==> src/core/cmp_wake_pkg.sv <==
// Constants and types for the comparator wake and interrupt block
`default_nettype none
package cmp_wake_pkg;
  // Power modes of the core
  typedef enum logic [1:0]
  {
    MODE_SLEEP,
    MODE_IDLE,
    MODE_GREEN,
    MODE_NORMAL
  } power_mode_t;

  // Bit positions within the wake-enable and irq-enable control bytes
  localparam int unsigned WAKE_EN_BIT   = 2;
  localparam int unsigned IRQ_EN_BIT    = 0;
  localparam int unsigned FLAG_BIT      = 0;
  localparam int unsigned CTRL_W        = 8;
  localparam int unsigned PC_W          = 10;
  localparam logic [9:0]  IRQ_VECTOR    = 10'h008;
  localparam logic [7:0]  CTRL_RESET    = 8'h00;
  // Register offsets on the software port
  localparam logic [2:0]  OFS_WAKE_EN   = 3'h0;
  localparam logic [2:0]  OFS_IRQ_EN    = 3'h1;
  localparam logic [2:0]  OFS_FLAG      = 3'h2;
  localparam logic [2:0]  OFS_MASK      = 3'h3;
  localparam logic [2:0]  OFS_STATUS    = 3'h4;
  // Edges after reset before the change detector trusts its pipe
  localparam logic [1:0]  SYNC_FILL     = 2'h3;

  // Per-event decision given to the core
  typedef struct packed
  {
    logic wake;
    logic set_flag;
    logic vector;
    logic next_instr;
  } cmp_action_t;
endpackage : cmp_wake_pkg
`default_nettype wire

==> src/core/comparator_wake_interrupt.sv <==
// Comparator output change: wake, flag and vector decision per power mode
// Overview of operation
// - Green/Normal with irq-enable 0: a change raises no interrupt.
// - Sleep/Idle with wake-enable 0: no wake; flag still set if irq-enable.
// - Interrupts disabled, irq-enable 1: set flag, continue, no vector.
// - Green/Normal, interrupts on, irq-enable 1: set flag, vector 0x08.
// - Sleep/Idle, wake 1, irq-enable 1, enabled: wake, flag, vector 0x08.
//
// The plain strobed port and the address map are this design's own decisions.
`default_nettype none
module comparator_wake_interrupt
(
  input  wire logic                      ref_clk,
  input  wire logic                      srst,
  input  wire logic                      cmp_out,
  input  wire cmp_wake_pkg::power_mode_t power_mode,
  input  wire logic                      global_irq_enable_instr,
  input  wire logic                      global_irq_disable_instr,
  input  wire logic [2:0]                reg_addr,
  input  wire logic [7:0]                reg_wdata,
  input  wire logic                      reg_wr,
  input  wire logic                      reg_rd,
  output logic [7:0]                     reg_rdata,
  output logic                           irq,
  output logic                           wake_req,
  output logic                           vector_req,
  output logic                           next_instr,
  output logic [9:0]                     vector_addr,
  output logic                           clock_hold
);
  // Register indices
  localparam logic [2:0] ADDR_WAKE_EN = cmp_wake_pkg::OFS_WAKE_EN;
  localparam logic [2:0] ADDR_IRQ_EN  = cmp_wake_pkg::OFS_IRQ_EN;
  localparam logic [2:0] ADDR_FLAG    = cmp_wake_pkg::OFS_FLAG;
  localparam logic [2:0] ADDR_MASK    = cmp_wake_pkg::OFS_MASK;
  localparam logic [2:0] ADDR_STATUS  = cmp_wake_pkg::OFS_STATUS;

  logic                      cmp_change;
  logic [7:0]                wake_en_q;
  logic [7:0]                wake_en_d;
  logic [7:0]                irq_en_q;
  logic [7:0]                irq_en_d;
  logic                      flag_q;
  logic                      flag_d;
  logic                      gie_q;
  logic                      gie_d;
  logic                      mask_q;
  logic                      mask_d;
  logic                      asleep_q;
  logic                      asleep_d;
  logic [7:0]                rdata_q;
  logic [7:0]                rdata_d;
  logic                      wake_q;
  logic                      wake_d;
  logic                      vec_q;
  logic                      vec_d;
  logic                      next_q;
  logic                      next_d;
  cmp_wake_pkg::cmp_action_t act;

  function automatic logic is_low_power
  (
    input cmp_wake_pkg::power_mode_t m
  );
    is_low_power = (m == cmp_wake_pkg::MODE_SLEEP) ||
                   (m == cmp_wake_pkg::MODE_IDLE);
  endfunction : is_low_power

  cmp_edge_sync u_sync
  (
    .ref_clk  (ref_clk),
    .srst     (srst),
    .async_in (cmp_out),
    .changed  (cmp_change)
  );

  // Decision table for one comparator change
  always_comb
  begin
    act = '0;
    if (cmp_change)
    begin
      if (is_low_power(power_mode))
      begin
        if (!wake_en_q[cmp_wake_pkg::WAKE_EN_BIT])
        begin
          act.set_flag = irq_en_q[cmp_wake_pkg::IRQ_EN_BIT];
        end
        else if (!irq_en_q[cmp_wake_pkg::IRQ_EN_BIT])
        begin
          act.wake       = 1'b1;
          act.next_instr = 1'b1;
        end
        else
        begin
          act.wake       = 1'b1;
          act.set_flag   = 1'b1;
          act.vector     = gie_q;
          act.next_instr = !gie_q;
        end
      end
      else if (irq_en_q[cmp_wake_pkg::IRQ_EN_BIT])
      begin
        act.set_flag   = 1'b1;
        act.vector     = gie_q;
        act.next_instr = !gie_q;
      end
    end
  end

  // Control bits written by software only
  always_comb
  begin
    wake_en_d = wake_en_q;
    irq_en_d  = irq_en_q;
    mask_d    = mask_q;
    if (reg_wr)
    begin
      case (reg_addr)
        ADDR_WAKE_EN:
        begin
          wake_en_d = reg_wdata;
        end
        ADDR_IRQ_EN:
        begin
          irq_en_d = reg_wdata;
        end
        ADDR_MASK:
        begin
          mask_d = reg_wdata[cmp_wake_pkg::FLAG_BIT];
        end
        default: ;
      endcase
    end
  end

  always_ff @(posedge ref_clk)
  begin
    if (srst)
    begin
      wake_en_q <= cmp_wake_pkg::CTRL_RESET;
      irq_en_q  <= cmp_wake_pkg::CTRL_RESET;
      mask_q    <= 1'b0;
    end
    else
    begin
      wake_en_q <= wake_en_d;
      irq_en_q  <= irq_en_d;
      mask_q    <= mask_d;
    end
  end

  // Enable wins when both instructions land in one cycle
  always_comb
  begin
    gie_d = gie_q;
    if (global_irq_enable_instr)
    begin
      gie_d = 1'b1;
    end
    else if (global_irq_disable_instr)
    begin
      gie_d = 1'b0;
    end
  end

  always_ff @(posedge ref_clk)
  begin
    if (srst)
    begin
      gie_q <= 1'b0;
    end
    else
    begin
      gie_q <= gie_d;
    end
  end

  // Event flag: sticky until software clears it
  always_comb
  begin
    flag_d = flag_q;
    if (reg_wr)
    begin
      case (reg_addr)
        ADDR_FLAG:
        begin
          flag_d = reg_wdata[cmp_wake_pkg::FLAG_BIT];
        end
        ADDR_STATUS:
        begin
          if (reg_wdata[cmp_wake_pkg::FLAG_BIT])
          begin
            flag_d = 1'b0;
          end
        end
        default: ;
      endcase
    end
    // Hardware set wins over a same-cycle clear
    if (act.set_flag)
    begin
      flag_d = 1'b1;
    end
  end

  always_ff @(posedge ref_clk)
  begin
    if (srst)
    begin
      flag_q <= 1'b0;
    end
    else
    begin
      flag_q <= flag_d;
    end
  end

  // Wake state: asleep in low power except in the one cycle after a waking change
  always_comb
  begin
    asleep_d = is_low_power(power_mode) && !act.wake;
    wake_d   = act.wake;
    vec_d    = act.vector;
    next_d   = act.next_instr;
  end

  always_ff @(posedge ref_clk)
  begin
    if (srst)
    begin
      asleep_q <= 1'b0;
      wake_q   <= 1'b0;
      vec_q    <= 1'b0;
      next_q   <= 1'b0;
    end
    else
    begin
      asleep_q <= asleep_d;
      wake_q   <= wake_d;
      vec_q    <= vec_d;
      next_q   <= next_d;
    end
  end

  // Reads return zero outside the cycle after a read strobe
  always_comb
  begin
    rdata_d = 8'h00;
    if (reg_rd)
    begin
      case (reg_addr)
        ADDR_WAKE_EN:
        begin
          rdata_d = wake_en_q;
        end
        ADDR_IRQ_EN:
        begin
          rdata_d = irq_en_q;
        end
        ADDR_FLAG:
        begin
          rdata_d = {7'h00, flag_q};
        end
        ADDR_MASK:
        begin
          rdata_d = {7'h00, mask_q};
        end
        ADDR_STATUS:
        begin
          rdata_d = {5'h00, asleep_q, gie_q, flag_q};
        end
        default:
        begin
          rdata_d = 8'h00;
        end
      endcase
    end
  end

  always_ff @(posedge ref_clk)
  begin
    if (srst)
    begin
      rdata_q <= 8'h00;
    end
    else
    begin
      rdata_q <= rdata_d;
    end
  end

  assign reg_rdata   = rdata_q;
  // Level line only in run modes so a sleeping core is not disturbed
  assign irq         = flag_q && mask_q && !is_low_power(power_mode);
  assign wake_req    = wake_q;
  assign vector_req  = vec_q;
  assign next_instr  = next_q;
  assign vector_addr = cmp_wake_pkg::IRQ_VECTOR;
  // Oscillator and timer stay stopped while asleep without a wake
  assign clock_hold  = asleep_q;
endmodule : comparator_wake_interrupt
`default_nettype wire

==> src/core/cmp_edge_sync.sv <==
// Two-flop synchroniser and change detector for the comparator output
`default_nettype none
module cmp_edge_sync
(
  input  wire logic ref_clk,
  input  wire logic srst,
  input  wire logic async_in,
  output logic      changed
);
  logic       meta_q;
  logic       meta_d;
  logic       sync_q;
  logic       sync_d;
  logic       last_q;
  logic       last_d;
  logic [1:0] fill_q;
  logic [1:0] fill_d;

  always_comb
  begin
    meta_d  = async_in;
    sync_d  = meta_q;
    last_d  = sync_q;
    fill_d  = fill_q;
    if (fill_q != cmp_wake_pkg::SYNC_FILL)
    begin
      fill_d = fill_q + 2'h1;
    end
  end

  always_ff @(posedge ref_clk)
  begin
    if (srst)
    begin
      meta_q  <= 1'b0;
      sync_q  <= 1'b0;
      last_q  <= 1'b0;
      fill_q  <= 2'h0;
    end
    else
    begin
      meta_q  <= meta_d;
      sync_q  <= sync_d;
      last_q  <= last_d;
      fill_q  <= fill_d;
    end
  end

  // Pipe refills after reset, so an idle-high pin is not a change
  assign changed = (fill_q == cmp_wake_pkg::SYNC_FILL) &&
                   (sync_q != last_q);
endmodule : cmp_edge_sync
`default_nettype wire

==> config.mk <==
export PLATFORM = sky130hd
export DESIGN_NAME = comparator_wake_interrupt
export DESIGN_NICKNAME = d
export VERILOG_FILES = /design/src/core/cmp_wake_pkg.sv /design/src/core/comparator_wake_interrupt.sv /design/src/core/cmp_edge_sync.sv
export SDC_FILE = /design/constraint.sdc
export NUM_CORES = 1
export LEC_CHECK = 0
export BUFFER_PORTS_ARGS = -buffer_cell sky130_fd_sc_hd__buf_2
export CAP_MARGIN = 40
export CELL_PAD_IN_SITES_DETAIL_PLACEMENT = 1
export CELL_PAD_IN_SITES_GLOBAL_PLACEMENT = 1
export CORE_UTILIZATION = 27
export DETAILED_ROUTE_END_ITERATION = 6
export GPL_TIMING_DRIVEN = 0
export PLACE_DENSITY_LB_ADDON = 0.1
export SYNTH_ARGS = -nofsm -noshare
export SYNTH_HDL_FRONTEND = slang
export SYNTH_HIERARCHICAL = 1
export SYNTH_SLANG_ARGS = --single-unit
==> constraint.sdc <==
create_clock -name ref_clk -period 2.3 [get_ports ref_clk]
set_input_delay 0.345 -clock ref_clk [delete_from_list [all_inputs] [get_ports ref_clk]]
set_output_delay 0.345 -clock ref_clk [all_outputs]
set_load 0.005 [all_outputs]
### Yosys cells after proc, flatten, opt, wreduce, memory -nomap -nowiden

Cells that the tools add are included.

* add/sub/neg operators: 1
* equality and inequality tests: 9
* muxes and demuxes: 16
* bitwise gates (word level): 2
* reduce and logical (&&, ||, !) cells: 19

Operators with widths (count)
* $pmux W8 S5: 1
* $mux W1: 9
* $eq A3 B2 Y1 const B: 2
* $mux W3: 2
* $reduce_and A2 Y1: 3
* $logic_and A1 B1 Y1: 4
* $mux W2: 2
* $mux W4: 1
* $reduce_bool A2 Y1: 2
* $reduce_or A2 Y1: 2
* $eq A3 B1 Y1 const B: 1
* $eq A3 B3 Y1 const B: 1
* $logic_not A1 Y1: 3
* $logic_not A3 Y1: 1
* $ne A3 B3 Y1 const B: 1
* $reduce_and A3 Y1: 1
* $reduce_bool A3 Y1: 1
* $add A2 B1 Y2 const B: 1
* $eq A2 B1 Y1 const B: 1
* $eq A2 B2 Y1 const B: 1
* $logic_not A2 Y1: 1
* $ne A2 B2 Y1 const B: 1
* $not A1 Y1: 2
* $pmux W1 S2: 1
* other kinds (2): 2

* flip-flop bits (word level): 36
* input bits: 20
* output and inout bits: 23

### Logic depth before layout (Yosys ltp)

Gate-level depths: netlist of the first run.

* word-level depth: 7
* mapped depth: 4
* mapped depth without buffers: 4

### Cells and area by module

The synthesis of the first run kept the hierarchy.

By module, submodules not included
* comparator_wake_interrupt: instances 1, cells an instance 142, area each 1370.1 µm², seq. area each 620.6 µm²
* cmp_edge_sync: instances 1, cells an instance 15, area each 173.9 µm², seq. area each 100.1 µm²

### Worst setup path after synthesis of the first run

Ideal clock, no wire load.

* kind: input-to-reg
* start: in reg_addr[2]
* end: reg wake_en_q[0]
* setup time: 0.132 ns
* arrival time: 1.112 ns
* path slack: 1.055 ns
* stages on the path: 4
* cell sequence: or4b_1 > buf_2 > nand2_1 > a21oi_1

* cells in the longest elaborated chain, start to end: 2

RTL lines
* start, declared: RTL line comparator_wake_interrupt.sv:19 `input wire logic [2:0] reg_addr,`
* $logic_not A3 Y1: RTL line comparator_wake_interrupt.sv:119 `case (reg_addr)`
* $reduce_and A2 Y1 (no line)
* end signal, assigned: RTL line comparator_wake_interrupt.sv:141 `wake_en_q <= cmp_wake_pkg::CTRL_RESET;`
* end signal, assigned: RTL line comparator_wake_interrupt.sv:147 `wake_en_q <= wake_en_d;`
* end, declared: RTL line comparator_wake_interrupt.sv:39 `logic [7:0] wake_en_q;`

Every way passes these cells.
A chain may end at the register's enable or synchronous reset.

### Worst setup path after layout of the first run

* start: reg flag_q
* end: out irq

* cells in the longest elaborated chain, start to end: 2

RTL lines
* start, declared: RTL line comparator_wake_interrupt.sv:43 `logic flag_q;`
* start signal, assigned: RTL line comparator_wake_interrupt.sv:215 `flag_q <= flag_d;`
* $logic_and A1 B1 Y1 (2 in series): RTL line comparator_wake_interrupt.sv:295 `assign irq = flag_q && mask_q && !is_low_power(power_mode);`
* end, declared: RTL line comparator_wake_interrupt.sv:24 `output logic irq,`

Every way passes these cells.

==> metrics.csv, run 1 <==
metric,value,unit
status,"finished, final reports clean",
layout_min_cycle_time,1.30,ns
clk_latency,0.28,ns
ys_seq_area_share,46.7,%
hp-start,global_irq_enable_instr,
cp.arrival,0.95,ns
grt_pass1_wl,6200,µm
rsz0062_at_grt,false,
antenna_left,0,
worstHoldPathCells,3,
drt-initial-drc-count,60,
syn_inst,157,
fin_util,34.8,%
required,1.96,ns
grt_util_all_layers,13.4,%
period_share,56.4,%
cts_resized,0,
h-tree-depth,2,
post-cts-setup-buffer-count,0,
core_area,5510,µm²
drt-pass1-iter-count,4,
finalWirelength,3740,µm
p_per_area,661,nW/µm²
worstMarginPinSlew,0.586,ns
holdWs,0.267,ns
io_buffer_count,31,
holdPathEnd,gie_q,
synth_cell_types,36,
gr-total-overflow,0,
peakVddDrop,0.243,mV
finClkSkew,0.00525,ns
drive_gt1_share,29.1,%
cap_violations,0,
hold_viol_final,0,
grt_pass1_vias,1301,
cts_tree,built,
start_util,28.0,%
numCtsBuffers,5,
final_max_slew_viol_count,0,
setup_viol,0,
synthToLayoutAreaGrowth,24.1,%
synth_area_leaders,"dfxtp_1 (47%), mux2i_1 (12%), buf_4 (5.8%), nor2_1 (4.4%), nand2_1 (4.1%)",
worstSetupPathType,register to output pin,
yosysWarnings,6,
avgSynthCellArea,9.83,µm²
num_rows,27,
max_freq,771,MHz
critPathCaptureType,output pin,
viasPerCell,4.50,
dpl_worst_slack,0.714,ns
r2r_cells,4,
route.detailed.drc,0,
critPathLaunchType,register,
wire_per_inst,13.6,µm
final_nets,224,
cts.sinks,36,
antenna_found_initial,0,
cts_root_buf,clkbuf_8,
dp_hpwl,2820,µm
r2r-end,flag_q,
clockBufferDepth,2,
p_leak,0.835,nW
gp_congestion,0.716,
relSlewSlack,61.0,%
syn_area,1540,µm²
cts.clk_slew.worst_paths,0.07,ns
rr_startpoint,u_sync/fill_q[0],
diodes,0,
hold_buffers,0,
dr_total_vias,1237,
die_h,77.6,µm
rrSetupSlack,1.03,ns
ys_ff_latch,36,
setup_slack,1.00,ns
crit_fanout,4,
grt_max_degree,11,
yosysTopAreaCellShare,46.7,%
dieArea,6020,µm²
hold_path.class,primary input to register,
io_pins,43,
die_w,77.6,µm
yosysTopAreaCell,dfxtp_1,
setup_tns,0,ns
## cell usage in the layout (no fill, tap or decap), types with 2 or more instances in the layout
cell type | Yosys | final
a21oi_1 | 9 | 9
a2bb2oi_1 | 2 | 2
buf_2 | 1 | 32
buf_4 | 12 | 12
buf_6 | 3 | 3
clkbuf_1 | 2 | 2
clkbuf_8 | 0 | 7
conb_1 | 2 | 10
dfxtp_1 | 36 | 36
inv_1 | 3 | 3
mux2i_1 | 18 | 18
nand2_1 | 17 | 17
nand2b_1 | 2 | 2
nand4b_1 | 2 | 2
nor2_1 | 18 | 18
nor2b_1 | 4 | 4
nor3_2 | 2 | 2
nor4b_1 | 3 | 3
xor2_1 | 3 | 3
## stage by stage
step,instance area [µm²],power [mW],std cells
2_1_floorplan,1570,0.757,165
6_report,1920,1.27,275
3_3_place_gp,1820,0.799,268
4_1_cts,1920,1.29,275
5_1_grt,1920,1.34,275
3_5_place_dp,1820,0.807,268
## cells in the mapped netlist (all sizes together)
library cell and n:
nand4b 2, o21ai 2, nand3b 1, or4 1, inv 3, a22oi 1, o221ai 1, nor2b 4
or3b 1, dfxtp 36, and3 1, clkbuf 2, nor2 18, buf 16, nand2b 3, conb 2
a21oi 9, ha 1, and2 1, or4b 1, a211oi 1, xor2 3, mux2i 18, a31oi 1
nand2 17, and4bb 1, nor3 2, nor4b 4, nor4bb 1, a2bb2oi 2, or3 1
## worst max-delay path, cell delays in order, from the launching register on
cell and delay, ns:
dfxtp_1 0.40, and3_1 0.17, buf_2 0.11
## cell families (layout without fill, tap and decap cells)
family                     count (synthesis)  in the layout  synth area share, %
buffers and inverters                     21             59                 9.56
DFF                                       36             36                 46.7
xor gates and xnor gates                   3              3                 1.70
and+or+nand+nor                           59             59                 22.4
muxes                                     18             18                 11.7
adders and majority gates                  1              1                0.810
other                                      2             10                0.486
AOI/OAI and AO/OA                         17             17                 6.65
## final cells by class
cell class	count	area (µm²)
buffer	18	136
clock buffer	7	96.3
sequential	36	721
inverter	3	11.3
tap	72	90.1
timing repair buffer	31	155
multi-input combinational	108	706
fill	647	3590
## flip-flops by register name, summed over array words and instances (netlist names), 2 cells and up
| register | count |
|---|---|
| irq_en_q | 8 |
| wake_en_q | 8 |
| reg_rdata | 8 |
| u_sync/fill_q | 2 |
## where the power goes
group          internal [mW]  switching (mW)  total [mW]
sequential             0.644          0.0124       0.656
clock                  0.267           0.208       0.474
combinational         0.0652          0.0701       0.135
## how the worst max path moves through the flow
| stage | to | from | slack (ns) |
|---|---|---|---|
| 2_1_floorplan | wake_en_q[0] | reg_addr[2] | 1.06 |
| 3_3_place_gp | wake_en_q[6] | reg_addr[2] | 0.80 |
| 3_5_place_dp | wake_en_q[5] | reg_addr[2] | 0.71 |
| 4_1_cts | irq | flag_q | 1.00 |
| 5_1_grt | wake_en_q[6] | reg_addr[2] | 0.92 |
| 6_report | irq | flag_q | 1.00 |
## layer usage
layer,wire [µm],up-vias,part of all wire [%],track usage (%)
li1,-,599,-,-
met1,1550,604,41,15.2
met2,1980,28,53,24.6
met3,167,6,4.5,3.41
met4,46,0,1.2,3.96
met5,0,-,0,0
Power figures use the tool's default switching activity.
==> run 2, diff against run 1 <==
==> constraint.sdc (replaced) <==
create_clock -name ref_clk -period 1.2 [get_ports ref_clk]
set_input_delay 0.18 -clock ref_clk [delete_from_list [all_inputs] [get_ports ref_clk]]
set_output_delay 0.18 -clock ref_clk [all_outputs]
set_load 0.005 [all_outputs]
==> run 2 against run 1 <==
Net effect:
- sequential cell count did not move
- highest routed layer unchanged
- first-iteration DRC count fell by 48%
- largest power group unchanged
- wire length rose by 2.5%
==> metrics.csv, run 2 (synthesized netlist as in run 1, its figures left out) <==
metric,value,unit,change
grt_max_degree,11,,unchanged
critPathLaunchType,register,,unchanged
cts.clk_slew.worst_paths,0.07,ns,about the same
worstSetupPathType,register to register,,was register to output pin
cp.arrival,1.28,ns,was 0.95 ns
gr-total-overflow,0,,unchanged
r2r_cells,4,,unchanged
h-tree-depth,2,,unchanged
peakVddDrop,0.468,mV,was 0.243 mV
route.detailed.drc,0,,unchanged
num_rows,27,,unchanged
max_freq,872,MHz,
power_switching,0.568,mW,was 0.290 mW
diodes,0,,unchanged
layout_commonest_cell,dfxtp_1,,unchanged
io_pins,43,,unchanged
numCtsBuffers,5,,unchanged
grt_pass1_vias,1301,,unchanged
cts_root_buf,clkbuf_8,,unchanged
synthToLayoutAreaGrowth,26.3,%,was 24.1%
layout_min_cycle_time,1.15,ns,
worstMarginPinSlew,0.599,ns,was 0.586 ns
dr_total_vias,1247,,"was 1,237"
p_per_area,1260,nW/µm²,was 661 nW/µm²
slowest_delay,0.35,ns,was 0.40 ns
finalWirelength,3830,µm,was 3740 µm
pwr-share-seq,51.7,%,was 51.8%
crit_fanout,5,,was 4
setup_tns,0,ns,unchanged
crit_buf_inv,0,,was 1
grt_util_all_layers,13.4,%,unchanged
relSlewSlack,60.1,%,was 61.0%
dieArea,6020,µm²,unchanged
drt-pass1-iter-count,2,,was 4
period_share,95.6,%,
intPower,1.88,mW,was 0.975 mW
dpl_worst_slack,-0.221,ns,was 0.714 ns
die_h,77.6,µm,unchanged
seq_area,721,µm²,unchanged
required,1.34,ns,was 1.96 ns
multi_input_area,724,µm²,was 706 µm²
mostFrequentLayoutCells,"dfxtp_1 (36), buf_2 (32), mux2i_1 (18), nor2_1 (18), nand2_1 (17)",,unchanged
p_leak,0.846,nW,was 0.835 nW
antenna_left,0,,unchanged
path_cells,ha_4 -> and2_4 -> a22oi_2 -> o221ai_1,,was and3_1 -> buf_2
cp_slowest_cell,dfxtp_1,,unchanged
holdWs,0.103,ns,was 0.267 ns
combPwrFrac,11.4,%,was 10.7%
status,"finished, final reports clean",,unchanged
final_nets,226,,was 224
fin_cells,277,,was 275
hold_viol_final,0,,unchanged
final_max_slew_viol_count,0,,unchanged
clk_latency,0.28,ns,about the same
io_buffer_count,31,,unchanged
gp_congestion,0.716,,unchanged
clockBufferDepth,2,,unchanged
setup_viol,0,,unchanged
dp.cells,268,,unchanged
start_util,28.0,%,unchanged
cts_tree,built,,unchanged
die_w,77.6,µm,unchanged
antenna_found_initial,0,,unchanged
core_area,5510,µm²,unchanged
critPathCaptureType,register,,was output pin
grt_pass1_wl,6200,µm,unchanged
pwr-share-clk,37.0,%,was 37.5%
cp_num_cells,4,,was 2
dp_hpwl,2820,µm,unchanged
crit_family,flip-flops,,unchanged
wire_per_inst,13.8,µm,was 13.6 µm
hold_path.class,primary input to register,,unchanged
cap_violations,0,,unchanged
fill_cells,644,,was 647
setup_slack,0.0527,ns,was 1.00 ns
drive_gt1_share,30.7,%,was 29.1%
drt-initial-drc-count,31,,was 60
worstHoldPathCells,3,,unchanged
cts.sinks,36,,unchanged
finClkSkew,0.00388,ns,was 0.00525 ns
viasPerCell,4.50,,about the same
switching_share,23.2,%,was 22.9%
fin_util,35.4,%,was 34.8%
## run 2: worst reg2reg max path: cells and delay by family (launching register included)
family                   cells  cell delay, ns
AO/OA/AOI/OAI                2            0.31
adder cells (fa/ha/maj)      1            0.19
flip-flops                   1            0.35
AND/OR/NAND/NOR              1            0.16
## run 2: layout make-up
cell class                 instances  area share (%)
multi-input combinational        108            37.2
tap                               72            4.62
inverter                           3           0.578
clock buffer                       7            4.94
buffer                            18            7.00
sequential                        36            37.0
timing repair buffer              33            8.73
## run 2: final timing paths
path / slack, ns / from / endpoint
worst max register to register: 0.05 / u_sync/fill_q[0] / flag_q
worst max-delay path: 0.05 / u_sync/fill_q[0] / flag_q
worst min register to register: 0.45 / u_sync/meta_q / u_sync/last_d
worst min-delay path: 0.10 / global_irq_enable_instr / gie_q
## run 2: power by group through the flow
stage / clock, mW / combinational (mW) / sequential [mW]
finish: 0.907 / 0.278 / 1.27
global route: 1.00 / 0.314 / 1.27
CTS: 0.944 / 0.267 / 1.26
detailed placement: 0 / 0.263 / 1.28
global placement: 0 / 0.249 / 1.28
floorplan: 0 / 0.174 / 1.28
## run 2: metrics by stage
stage / cell area, µm² / total power [mW]
after floorplan: 1570 / 1.45
after global placement: 1820 / 1.53
after detailed placement: 1820 / 1.55
after CTS: 1920 / 2.47
after global routing: 1950 / 2.59
final: 1950 / 2.45
## run 2: metal layers
metal  GRT usage (%)  share of wire (%)  vias up
li1                -                  -      605
met1            15.2                 41      615
met2            24.6                 55       22
met3            3.41                3.4        5
met4            3.96                1.1        0
met5               0                  0        -
## run 2: what timing repair did
action,4_1_cts,5_1_grt
cloned,0,0
gates resized for setup,2,2
pin swaps,0,2
setup buffers,0,2
endpoints found under the setup margin,1,3
hold buffers,0,0
==> run 3, diff against run 2 <==
--- a/config.mk
+++ b/config.mk
@@ -9,11 +9,10 @@
 export CAP_MARGIN = 40
 export CELL_PAD_IN_SITES_DETAIL_PLACEMENT = 1
 export CELL_PAD_IN_SITES_GLOBAL_PLACEMENT = 1
-export CORE_UTILIZATION = 27
+export CORE_UTILIZATION = 37
 export DETAILED_ROUTE_END_ITERATION = 6
 export GPL_TIMING_DRIVEN = 0
 export PLACE_DENSITY_LB_ADDON = 0.1
 export SYNTH_ARGS = -nofsm -noshare
 export SYNTH_HDL_FRONTEND = slang
-export SYNTH_HIERARCHICAL = 1
 export SYNTH_SLANG_ARGS = --single-unit
==> run 3 against run 2 <==
Net effect:
- sequential power about the same
- utilization up 12 points
- via count unchanged
- first-iteration DRC count grew to 3.9 times the previous value
- register-to-register slack better by 0.09 ns
- critical path type is now register to output pin
- clock skew up 0.0034 ns
- wire length is 7.9% lower
- sequential share of layout area is 1.5 points higher
==> metrics.csv, run 3 <==
metric,value,unit,change
status,"finished, final reports clean",,unchanged
die_h,66.5,µm,was 77.6 µm
crit_start,flag_q,,was u_sync/fill_q[0]
synth_xor_xnor_area_share,1.14,%,was 1.70%
grt_max_degree,12,,was 11
worstMarginPinSlew,0.517,ns,was 0.599 ns
critPathCaptureType,output pin,,was register
mostFrequentLayoutCells,"nand2_1 (35), dfxtp_1 (35), buf_2 (30), a21oi_1 (19), nor2_1 (14)",,"was dfxtp_1 (36), buf_2 (32), mux2i_1 (18), nor2_1 (18), nand2_1 (17)"
grt_pass1_wl,5650,µm,was 6200 µm
worstHoldPathCells,2,,was 3
period_share,91.6,%,was 95.6%
cts_root_buf,clkbuf_8,,unchanged
cts.clk_slew.worst_paths,0.07,ns,about the same
dp_hpwl,2550,µm,was 2820 µm
yosysWarnings,0,,was 6
path_cells,and3_1 -> buf_2,,was ha_4 -> and2_4 -> a22oi_2 -> o221ai_1
seq_area,722,µm²,was 721 µm²
ys_async_sr_fraction,0,%,unchanged
yosysMostFrequentCell,dfxtp_1,,unchanged
io_pins,43,,unchanged
dieArea,4420,µm²,was 6020 µm²
finalWirelength,3530,µm,was 3830 µm
synth_edf_count,0,,unchanged
drt-pass1-iter-count,4,,was 2
grt_pass1_vias,1206,,"was 1,301"
setup_slack,0.101,ns,was 0.0527 ns
cap_violations,0,,unchanged
relSlewSlack,65.5,%,was 60.1%
core_area,4000,µm²,was 5510 µm²
hold_buffers,0,,unchanged
r2r_cells,3,,was 4
rsz0062_at_grt,false,,
yosysTopAreaCell,dfxtp_1,,unchanged
dpl_worst_slack,-0.0214,ns,was -0.221 ns
rr_startpoint,irq_en_q[0],,was u_sync/fill_q[0]
cts_resized,0,,was 2
grt.met3_usage,5.65,%,was 3.41%
holdWs,0.100,ns,was 0.103 ns
busiest_layer,met2,,unchanged
crit_fanout,5,,unchanged
io_buffer_count,29,,was 31
clk_latency,0.29,ns,was 0.28 ns
worstSetupPathType,register to output pin,,was register to register
synth_simple_gate_area_share,23.5,%,was 22.4%
h-tree-depth,2,,unchanged
syn_area,1540,µm²,about the same
gr-total-overflow,0,,unchanged
hold_viol_final,0,,unchanged
synth-main-ff-cell,dfxtp_1,,unchanged
peakVddDrop,0.602,mV,was 0.468 mV
cp_num_cells,2,,was 4
setup_viol,0,,unchanged
yosysTopAreaCellShare,46.9,%,was 46.7%
dp.cells,256,,was 268
crit_family,flip-flops,,unchanged
p_per_area,1270,nW/µm²,was 1260 nW/µm²
finalPower,2.39,mW,was 2.45 mW
wire_per_inst,13.4,µm,was 13.8 µm
slowest_delay,0.36,ns,was 0.35 ns
grt_use_met1,20.5,%,was 15.2%
dr_total_vias,1247,,unchanged
cp.arrival,0.92,ns,was 1.28 ns
grt_util_all_layers,17.8,%,was 13.4%
route.detailed.drc,0,,unchanged
num_rows,23,,was 27
synth_area_leaders,"dfxtp_1 (47%), nand2_1 (8.5%), mux2i_1 (6.5%), a21oi_1 (6.2%), buf_4 (5.4%)",,"was dfxtp_1 (47%), mux2i_1 (12%), buf_4 (5.8%), nor2_1 (4.4%), nand2_1 (4.1%)"
fin_cells,264,,was 277
synth_mux_area_share,7.97,%,was 11.7%
synthToLayoutAreaGrowth,22.1,%,was 26.3%
max_freq,910,MHz,was 872 MHz
hold_path.class,primary input to register,,unchanged
avgSynthCellArea,9.10,µm²,was 9.83 µm²
final_nets,234,,was 226
start_util,38.4,%,was 28.0%
finClkSkew,0.00731,ns,was 0.00388 ns
antenna_found_initial,0,,unchanged
drive_gt1_share,29.4,%,was 30.7%
required,1.02,ns,was 1.34 ns
p_leak,0.833,nW,was 0.846 nW
grt_util_met2,29.7,%,was 24.6%
syn_inst,169,,was 157
antenna_left,0,,unchanged
crit_buf_inv,1,,was 0
synth_compound_area_share,8.95,%,was 6.65%
gp_congestion,0.798,,was 0.716
ys_seq_area_share,46.9,%,was 46.7%
synth_cell_types,33,,was 36
multi_input_area,697,µm²,was 724 µm²
layout_min_cycle_time,1.10,ns,was 1.15 ns
die_w,66.5,µm,was 77.6 µm
cts.sinks,36,,unchanged
cp_slowest_cell,dfxtp_2,,was dfxtp_1
fill_cells,482,,was 644
synth_top_family_by_area,simple AND/OR/NAND/NOR gates,,unchanged
synth_common_cells,"dfxtp_1 (36), nand2_1 (35), a21oi_1 (19)",,"was dfxtp_1 (36), mux2i_1 (18), nor2_1 (18)"
diodes,0,,unchanged
fin_util,46.9,%,was 35.4%
numCtsBuffers,5,,unchanged
critPathLaunchType,register,,unchanged
post-cts-setup-buffer-count,0,,unchanged
final_max_slew_viol_count,0,,unchanged
cts_tree,built,,unchanged
synthAdderAreaFrac,0.814,%,was 0.810%
ys_ff_latch,36,,unchanged
viasPerCell,4.72,,was 4.50
clockBufferDepth,2,,unchanged
drt-initial-drc-count,120,,was 31
hp-start,cmp_out,,was global_irq_enable_instr
## run 3: changes by cell type in the layout (fill, tap and decap cells not counted), moves of 3 or more
| cell | before | now |
|---|---|---|
| a21oi_1 | 9 | 19 |
| buf_4 | 14 | 11 |
| mux2i_1 | 18 | 10 |
| nand2_1 | 17 | 35 |
| nor2_1 | 18 | 14 |
## run 3: logic make-up after synthesis
group | count (synthesis)
AOI/OAI and AO/OA | 25
xor gates and xnor gates | 2
adders and majority gates | 1
buffers and inverters | 20
DFF | 36
muxes | 11
other | 2
and+or+nand+nor | 72
## run 3: final cells by class
cell class                      count  share of cell area, %
Clock buffer                        6                   4.40
Clock inverter                      2                  0.533
Sequential cell                    36                   38.5
Tap cell                           50                   3.33
Multi-Input combinational cell    121                   37.1
Inverter                            2                  0.400
Timing Repair Buffer               29                   7.73
Buffer                             18                   8.00
## run 3: path summary, 6_finish.rpt
path	to	slack (ns)
worst min-delay path	u_sync.meta_q	0.10
worst max-delay path	irq	0.10
worst min register to register	u_sync.last_d	0.45
worst max register to register	reg_rdata[0]	0.14
## run 3: routing by layer
metal	wire length, µm	up-vias
met5	0	-
met4	80	0
met3	176	9
met2	1740	29
met1	1530	582
li1	-	627
## run 3: power by group
group	switching (mW)	internal [mW]	total, mW
Clock	0.425	0.458	0.883
Sequential	0.0229	1.23	1.26
Combinational	0.131	0.124	0.255
Total	0.579	1.81	2.39
## run 3: metrics by stage
step	instance area (µm²)	setup TNS, ns
floorplan	1570	0
global placement	1780	0
detailed placement	1780	-0.0381
CTS	1870	0
global route	1880	0
finish	1880	0
